<file path="src/design/poss_consts.svh">
// Constants for the power-on and soft start sequencer.
// Assumes a single 125 MHz system clock; included by bare name.
`ifndef POSS_CONSTS_SVH
`define POSS_CONSTS_SVH

// Register map
`define POSS_CFG_OFFSET   8'h2C
`define POSS_CFG_RESET    8'h00
`define POSS_RD_UNMAPPED  8'h00

// Field positions inside the configuration register
`define POSS_SRC_HI       7
`define POSS_SRC_LO       6
`define POSS_SWON_BIT     5
`define POSS_DLY_HI       4
`define POSS_DLY_LO       3
`define POSS_SSTOP_BIT    2
`define POSS_RAMP_HI      1
`define POSS_RAMP_LO      0

// Enable source codes
`define POSS_SRC_ALWAYS   2'h0
`define POSS_SRC_PIN      2'h1
`define POSS_SRC_SW       2'h2
`define POSS_SRC_BOTH     2'h3

// Clock rate and documented times
`define POSS_CLK_MHZ      125
`define POSS_DLY1_MS      500
`define POSS_DLY2_MS      1000
`define POSS_DLY3_MS      2000
`define POSS_RAMP0_US     360
`define POSS_RAMP1_US     10000
`define POSS_RAMP2_US     20000
`define POSS_RAMP3_US     40000

// Ramp resolution: fraction runs 0..POSS_FRAC_FULL
`define POSS_FRAC_SHIFT   8
`define POSS_FRAC_FULL    9'h100
`define POSS_FRAC_ZERO    9'h000

`endif

</file>
<file path="src/design/poss_pkg.sv">
// Types for the power-on and soft start sequencer.
// Shared by the sequencer and its bench.
package poss_pkg;
   typedef enum logic [2:0] {
      POSS_OFF       = 3'b000,
      POSS_DELAY     = 3'b001,
      POSS_RAMP_UP   = 3'b010,
      POSS_ON        = 3'b011,
      POSS_RAMP_DOWN = 3'b100
   } poss_state_t;
endpackage

</file>
<file path="src/design/poss_sequencer.sv">
// Power-on enable selection, start delay, soft start and soft stop.
// Assumes pin input is asynchronous, fault input is on clk_sys.
// Operation
// - Source 10: software bit 5 alone enables
// - Source 00 always on; 01 pin only
// - Source 11: pin AND software bit
// - Delay 0/0.5/1/2 s before soft start
// - Soft stop also on fault shutdowns
// - Soft stop lasts the programmed ramp time
// - No soft stop: PWM off at once
// - Ramp time 360us/10ms/20ms/40ms to nominal
`timescale 1ns/1ns
`default_nettype none
`include "poss_consts.svh"
module poss_sequencer #(
   parameter int REF_W    = 12,
   parameter int DLY1_CYC = `POSS_DLY1_MS * `POSS_CLK_MHZ * 1000,
   parameter int DLY2_CYC = `POSS_DLY2_MS * `POSS_CLK_MHZ * 1000,
   parameter int DLY3_CYC = `POSS_DLY3_MS * `POSS_CLK_MHZ * 1000,
   parameter int RMP0_CYC = `POSS_RAMP0_US * `POSS_CLK_MHZ,
   parameter int RMP1_CYC = `POSS_RAMP1_US * `POSS_CLK_MHZ,
   parameter int RMP2_CYC = `POSS_RAMP2_US * `POSS_CLK_MHZ,
   parameter int RMP3_CYC = `POSS_RAMP3_US * `POSS_CLK_MHZ
) (
   input  wire logic               clk_sys,
   input  wire logic               rst,
   input  wire logic               power_on_input_pin,
   input  wire logic               faultShutdown,
   input  wire logic [REF_W-1:0]   nominalRef,
   input  wire logic [7:0]         regAddr,
   input  wire logic               regWrEn,
   input  wire logic [7:0]         regWrData,
   output logic      [7:0]         regRdData,
   output logic                    pwmEnable,
   output logic      [REF_W-1:0]   outRef,
   output logic                    power_on_request,
   output poss_pkg::poss_state_t   seqState
);
   import poss_pkg::*;

   localparam int CNT_W = 28;
   // Step period per ramp code; at least one cycle per step
   localparam int STP0 = (RMP0_CYC >> `POSS_FRAC_SHIFT) > 0 ? (RMP0_CYC >> `POSS_FRAC_SHIFT) : 1;
   localparam int STP1 = (RMP1_CYC >> `POSS_FRAC_SHIFT) > 0 ? (RMP1_CYC >> `POSS_FRAC_SHIFT) : 1;
   localparam int STP2 = (RMP2_CYC >> `POSS_FRAC_SHIFT) > 0 ? (RMP2_CYC >> `POSS_FRAC_SHIFT) : 1;
   localparam int STP3 = (RMP3_CYC >> `POSS_FRAC_SHIFT) > 0 ? (RMP3_CYC >> `POSS_FRAC_SHIFT) : 1;

   logic [7:0]         cfg;
   logic               pinSync;
   logic [1:0]         srcSel;
   logic [1:0]         dlySel;
   logic [1:0]         rampSel;
   logic               swOn;
   logic               softStopEn;
   logic               next_request;
   logic [CNT_W-1:0]   dlyLoad;
   logic [CNT_W-1:0]   stepLoad;
   logic [CNT_W-1:0]   cnt;
   logic [8:0]         frac;
   logic               stepDue;
   logic               shutdown;
   poss_state_t        state;
   poss_state_t        next_state;
   logic [REF_W+8:0]   scaled;

   // Pin comes from the host, so it is synchronised first
   poss_sync2 #(.W(1)) uPinSync (
      .clk_sys (clk_sys),
      .rst     (rst),
      .asyncIn (power_on_input_pin),
      .syncOut (pinSync)
   );

   // Configuration register at its documented offset
   always_ff @(posedge clk_sys) begin
      if (rst) begin
         cfg <= `POSS_CFG_RESET;
      end else if (regWrEn && regAddr == `POSS_CFG_OFFSET) begin
         cfg <= regWrData;
      end
   end

   // Read path; other offsets read as zero
   always_comb begin
      regRdData = (regAddr == `POSS_CFG_OFFSET) ? cfg : `POSS_RD_UNMAPPED;
   end

   assign srcSel     = cfg[`POSS_SRC_HI:`POSS_SRC_LO];
   assign swOn       = cfg[`POSS_SWON_BIT];
   assign dlySel     = cfg[`POSS_DLY_HI:`POSS_DLY_LO];
   assign softStopEn = cfg[`POSS_SSTOP_BIT];
   assign rampSel    = cfg[`POSS_RAMP_HI:`POSS_RAMP_LO];

   // Enable source selection
   always_comb begin
      case (srcSel)
         `POSS_SRC_ALWAYS: next_request = 1'b1;
         `POSS_SRC_PIN:    next_request = pinSync;
         `POSS_SRC_SW:     next_request = swOn;
         `POSS_SRC_BOTH:   next_request = swOn & pinSync;
         default:          next_request = 1'b0;
      endcase
   end

   // Registered so the state machine sees a clean level
   always_ff @(posedge clk_sys) begin
      if (rst) begin
         power_on_request <= 1'b0;
      end else begin
         power_on_request <= next_request;
      end
   end

   // Delay and step lengths, as counts minus one
   always_comb begin
      case (dlySel)
         2'h1:    dlyLoad = CNT_W'(DLY1_CYC - 1);
         2'h2:    dlyLoad = CNT_W'(DLY2_CYC - 1);
         2'h3:    dlyLoad = CNT_W'(DLY3_CYC - 1);
         default: dlyLoad = '0;
      endcase
      case (rampSel)
         2'h0:    stepLoad = CNT_W'(STP0 - 1);
         2'h1:    stepLoad = CNT_W'(STP1 - 1);
         2'h2:    stepLoad = CNT_W'(STP2 - 1);
         default: stepLoad = CNT_W'(STP3 - 1);
      endcase
   end

   assign stepDue  = (cnt == '0);
   // Fault or loss of enable both count as a shutdown
   assign shutdown = faultShutdown | ~power_on_request;

   // Sequencing state machine
   always_comb begin
      next_state = state;
      case (state)
         POSS_OFF: begin
            if (!shutdown) begin
               next_state = (dlySel == 2'h0) ? POSS_RAMP_UP : POSS_DELAY;
            end
         end
         POSS_DELAY: begin
            if (shutdown) begin
               next_state = POSS_OFF;
            end else if (stepDue) begin
               next_state = POSS_RAMP_UP;
            end
         end
         POSS_RAMP_UP, POSS_ON: begin
            if (shutdown) begin
               next_state = softStopEn ? POSS_RAMP_DOWN : POSS_OFF;
            end else if (state == POSS_RAMP_UP && stepDue && frac == `POSS_FRAC_FULL) begin
               next_state = POSS_ON;
            end
         end
         POSS_RAMP_DOWN: begin
            // Runs to the end even if a fault is still present
            if (stepDue && frac == `POSS_FRAC_ZERO) begin
               next_state = POSS_OFF;
            end
         end
         default: next_state = POSS_OFF;
      endcase
   end

   always_ff @(posedge clk_sys) begin
      if (rst) begin
         state <= POSS_OFF;
      end else begin
         state <= next_state;
      end
   end

   // Shared timer: start delay, then ramp step period
   always_ff @(posedge clk_sys) begin
      if (rst) begin
         cnt <= '0;
      end else if (state != next_state) begin
         cnt <= (next_state == POSS_DELAY) ? dlyLoad : stepLoad;
      end else if (stepDue) begin
         cnt <= stepLoad;
      end else begin
         cnt <= cnt - CNT_W'(1);
      end
   end

   // Ramp fraction: even steps up, same steps down
   always_ff @(posedge clk_sys) begin
      if (rst) begin
         frac <= `POSS_FRAC_ZERO;
      end else if (state == POSS_OFF || state == POSS_DELAY || next_state == POSS_OFF) begin  // Quick restart from zero
         frac <= `POSS_FRAC_ZERO;
      end else if (state == POSS_RAMP_UP && stepDue && frac != `POSS_FRAC_FULL) begin
         frac <= frac + 9'h001;
      end else if (state == POSS_RAMP_DOWN && stepDue && frac != `POSS_FRAC_ZERO) begin
         frac <= frac - 9'h001;
      end
   end

   assign scaled = nominalRef * frac;

   // Outputs held in flops; hard stop drops everything at once
   always_ff @(posedge clk_sys) begin
      if (rst) begin
         pwmEnable <= 1'b0;
         outRef    <= '0;
         seqState  <= POSS_OFF;
      end else begin
         seqState  <= next_state;
         pwmEnable <= (next_state == POSS_RAMP_UP) || (next_state == POSS_ON)
                      || (next_state == POSS_RAMP_DOWN);
         outRef    <= (next_state == POSS_OFF || next_state == POSS_DELAY) ? '0
                      : scaled[REF_W+`POSS_FRAC_SHIFT-1:`POSS_FRAC_SHIFT];
      end
   end
endmodule
`default_nettype wire

</file>
<file path="src/design/poss_sync2.sv">
// Two-flop synchroniser for asynchronous level inputs.
// Assumes the inputs are slow levels; no pulse catching.
`timescale 1ns/1ns
`default_nettype none
module poss_sync2 #(
   parameter int W = 1
) (
   input  wire logic         clk_sys,
   input  wire logic         rst,
   input  wire logic [W-1:0] asyncIn,
   output logic      [W-1:0] syncOut
);
   logic [W-1:0] meta;

   // First stage feeds only the second stage
   always_ff @(posedge clk_sys) begin
      if (rst) begin
         meta    <= '0;
         syncOut <= '0;
      end else begin
         meta    <= asyncIn;
         syncOut <= meta;
      end
   end
endmodule
`default_nettype wire

</file>
<file path="config.mk">
export PLATFORM = sky130hd
export DESIGN_NAME = poss_sequencer
export DESIGN_NICKNAME = d
export VERILOG_FILES = /design/src/design/poss_pkg.sv /design/src/design/poss_sequencer.sv /design/src/design/poss_sync2.sv
export VERILOG_INCLUDE_DIRS = /design/src /design/src/design
export SDC_FILE = /design/constraint.sdc
export NUM_CORES = 1
export LEC_CHECK = 0
export CAP_MARGIN = 20
export CORE_MARGIN = 2
export CORE_UTILIZATION = 40
export DETAILED_ROUTE_END_ITERATION = 7
export DONT_BUFFER_PORTS = 1
export PLACE_DENSITY = 0.64
export REMOVE_ABC_BUFFERS = 1
export SETUP_SLACK_MARGIN = 0.15
export SKIP_CTS_REPAIR_TIMING = 1
export SYNTH_ARGS = -nofsm -noshare
export SYNTH_HDL_FRONTEND = slang
export SYNTH_SLANG_ARGS = --single-unit
</file>
<file path="constraint.sdc">
create_clock -name clk_sys -period 17.56 [get_ports clk_sys]
set_input_delay 3.512 -clock clk_sys [delete_from_list [all_inputs] [get_ports clk_sys]]
set_output_delay 3.512 -clock clk_sys [all_outputs]
set_load 0.1 [all_outputs]
</file>
==> impl_metrics.yaml <==
cells_and_area:
  area_growth_pct: 6.717
  fin_nets: 919
  fillers: 1634
  insertedDiodeCount: 0
  multi_input_area_um2: 4695
  drive_above_1_share_pct: 4.694
  layout.area.seq_um2: 1281
pwr:
  p_seq_share_pct: 38.8
  sw_frac_of_total_pct: 28.89
  power.leakage_nw: 3.076
  pwr_density_cell_nw_per_um2: 61.82
  power.switching_w: 0.0001242
  pwr-share-comb_pct: 19.0
  clockPowerShare_pct: 42.2
  ir_drop_uv: 46.25
  p_int_w: 0.0003059
floorplanning:
  core_um2: 15890
  start_util_pct: 41.04
  rows: 46
  io_pins: 58
  die_area_um2: 17340
  dieHeight_um: 131.7
  fp.dieW_um: 131.7
global_route:
  grt_remaining_overflow: 0
  antenna_found_initial: 0
  track_usage_pct: 17.58
  grt_pass1_vias: 5161
  grt_pass1_wl_um: 25090
  grt_max_degree: 32
placed_design:
  hpwl_um: 10560
  place_congestion: 0.8461
  io_buffers: 0
  post-place-ws_ps: 7982
sta:
  finClkSkew_ps: 14.68
  layout_setup_ws_ps: 8218
  min_period_ps: 9342
  setup_viol: 0
  worstMarginPinSlew_ps: 1003
  clock.fmax_ghz: 0.1070
  slew_violations: 0
  rsz0062_at_grt: "no"
  setup_tns_ps: 0
  period_share_pct: 53.20
  finalHoldViolCount: 0
  relSlewSlack_pct: 33.07
setup_path:
  crit_chain: "or4b_2, nor4_2, buf_4, and2_1"
  start_kind: "input port"
  cp_max_fo: 9
  crit_path_end_kind: "output port"
  timing.rr.end: "outRef[11]$_SDFF_PP0_"
  critPathBufInv: 1
  worstPathArrival_ps: 5830
  path_class: "in2out"
  rr_startpoint: "frac[1]$_SDFFE_PP0P_"
  critical-path-top-delay-family: "simple AND/OR/NAND/NOR gates"
  r2r_slack_ps: 11650
  crit_required_ps: 14050
  max_stage_delay_ps: 780
  cp.depth: 4
  reg2regPathDepth: 17
  slowest_stage: "and2_1"
min_path:
  hold_path_depth: 1
  hp-start: "uPinSync.meta$_SDFF_PP0_"
  hold_end: "uPinSync.syncOut$_SDFF_PP0_"
  hp-class: "reg2reg"
status:
  status: "finished clean"
synth:
  synth_edf_count: 0
  netlist_instances: 785
  mappedNetlistArea_um2: 6520
  synth-seq-area-share_pct: 19.65
  synth-seq-cells: 64
  ys_warn_count: 0
  syn_area_per_cell_um2: 8.306
  synth_cell_type_count: 60
  synthFlopType: "dfxtp_1"
  async_flop_share_pct: 0
route:
  vias: 5002
  vias_per_cell: 5.089
  finalWirelength_um: 14350
  drc: 0
  routedWlPerCell_um: 14.60
  dr.first_iter.drc_count: 329
  drtAntennaViolNets: 0
  firstDrtPassIters: 5
clock_tree:
  insertion_delay_ps: 340
  cts_tree: "built"
  htree_levels: 3
  cts_root_buf: "clkbuf_16"
  cts_max_path_buffers: 2
  cts.sinks: 64
  cts.clk_slew.worst_paths_ps: 50
  cts_buffers: 9
run:
  maxCapViolCount: 0
==> routing by layer <==
metal	track usage, %	vias up	part of all wire (%)
li1	-	2474	-
met1	24.11	2405	48
met2	28.50	108	46
met3	3.472	15	4.3
met4	4.348	0	1.1
met5	0	-	0
==> cells in the mapped netlist, types with 11 or more instances <==
cell	instances	area share (%)
ha_1	52	10
o21ai_0	20	1.5
nand3_1	11	0.84
nor2_1	68	3.9
nand2_1	116	6.7
inv_1	103	5.9
clkbuf_1	29	1.7
dfxtp_1	64	20
nor3_1	19	1.5
and2_1	38	3.6
mux2i_1	11	1.7
a21oi_1	27	2.1
xor2_1	21	2.8
fa_1	70	21
xnor2_1	24	3.2
==> logic make-up (layout without fill, tap and decap cells) <==
| kind of cell | after synthesis | in the layout | share of synthesized area [%] |
|---|---|---|---|
| mux | 12 | 12 | 1.862 |
| xor+xnor | 45 | 45 | 6.045 |
| compound gates | 99 | 99 | 10.06 |
| simple gates | 304 | 304 | 22.47 |
| fa+ha+maj | 122 | 122 | 31.47 |
| buf+inv | 139 | 121 | 8.444 |
| flops | 64 | 64 | 19.65 |
==> state kept, by name, indices dropped and copies added (netlist names) <==
signal            cells
cnt                  28
outRef               12
frac                  9
cfg                   8
seqState              3
power_on_request      1
pwmEnable             1
uPinSync.meta         1
uPinSync.syncOut      1
==> final cells by class <==
type	count	share of cell area, %
clock buffer	11	3.632
multi-input combinational	582	67.47
clock inverter	3	0.6114
inverter	103	5.557
timing repair buffer	4	0.4316
tap	216	3.884
sequential	64	18.41
==> cell usage in the layout (no fill, tap or decap), types with 3 or more instances in the layout <==
cell type  synthesis  routed
nand2_1          116     116
inv_1            103     103
fa_1              70      70
nor2_1            68      68
dfxtp_1           64      64
ha_1              52      52
and2_1            38      38
a21oi_1           27      27
xnor2_1           24      24
xor2_1            21      21
o21ai_0           20      20
nor3_1            19      19
mux2i_1           11      11
nand3_1           11      11
o21ai_1            9       9
clkbuf_16          0       9
nor4_1             9       8
nand2b_1           8       8
nor2b_1            7       7
or4_1              6       6
o21bai_1           5       5
a211oi_1           5       5
nand4_1            4       4
buf_4              3       4
a21o_1             3       3
a31oi_1            3       3
a211oi_2           3       3
nand3b_1           3       3
o211ai_1           3       3
==> metrics by stage <==
stage | hold slack (ps) | total power, W | area (um2) | instances | utilization, %
floorplan | 413.8 | 0.0002349 | 6356 | 749 | -
global placement | 420.1 | 0.0002498 | 6655 | 968 | 41.90
detailed placement | 429.7 | 0.0002505 | 6655 | 968 | 41.90
CTS | 441.7 | 0.0004332 | 6950 | 982 | 43.75
global route | 456.4 | 0.0004503 | 6958 | 983 | 43.80
finish | 437.8 | 0.0004301 | 6958 | 983 | 43.80
==> power by group through the flow <==
stage / Combinational (W) / Sequential [W] / Clock [W]
final: 0.0000817 / 0.000167 / 0.000181
after global routing: 0.0000913 / 0.000168 / 0.000191
after CTS: 0.0000813 / 0.000167 / 0.000185
after detailed placement: 0.0000807 / 0.000170 / 0
after global placement: 0.0000802 / 0.000170 / 0
after floorplan: 0.0000663 / 0.000169 / 0
==> how the worst max path moves through the flow <==
stage	start	end	slack [ps]
floorplan	regAddr[4]	regRdData[0]	7890
global placement	regAddr[4]	regRdData[1]	8050
detailed placement	regAddr[4]	regRdData[4]	7980
CTS	regAddr[4]	regRdData[4]	7970
global route	regAddr[4]	regRdData[7]	8060
finish	regAddr[4]	regRdData[7]	8220
Power figures use the tool's default switching activity.
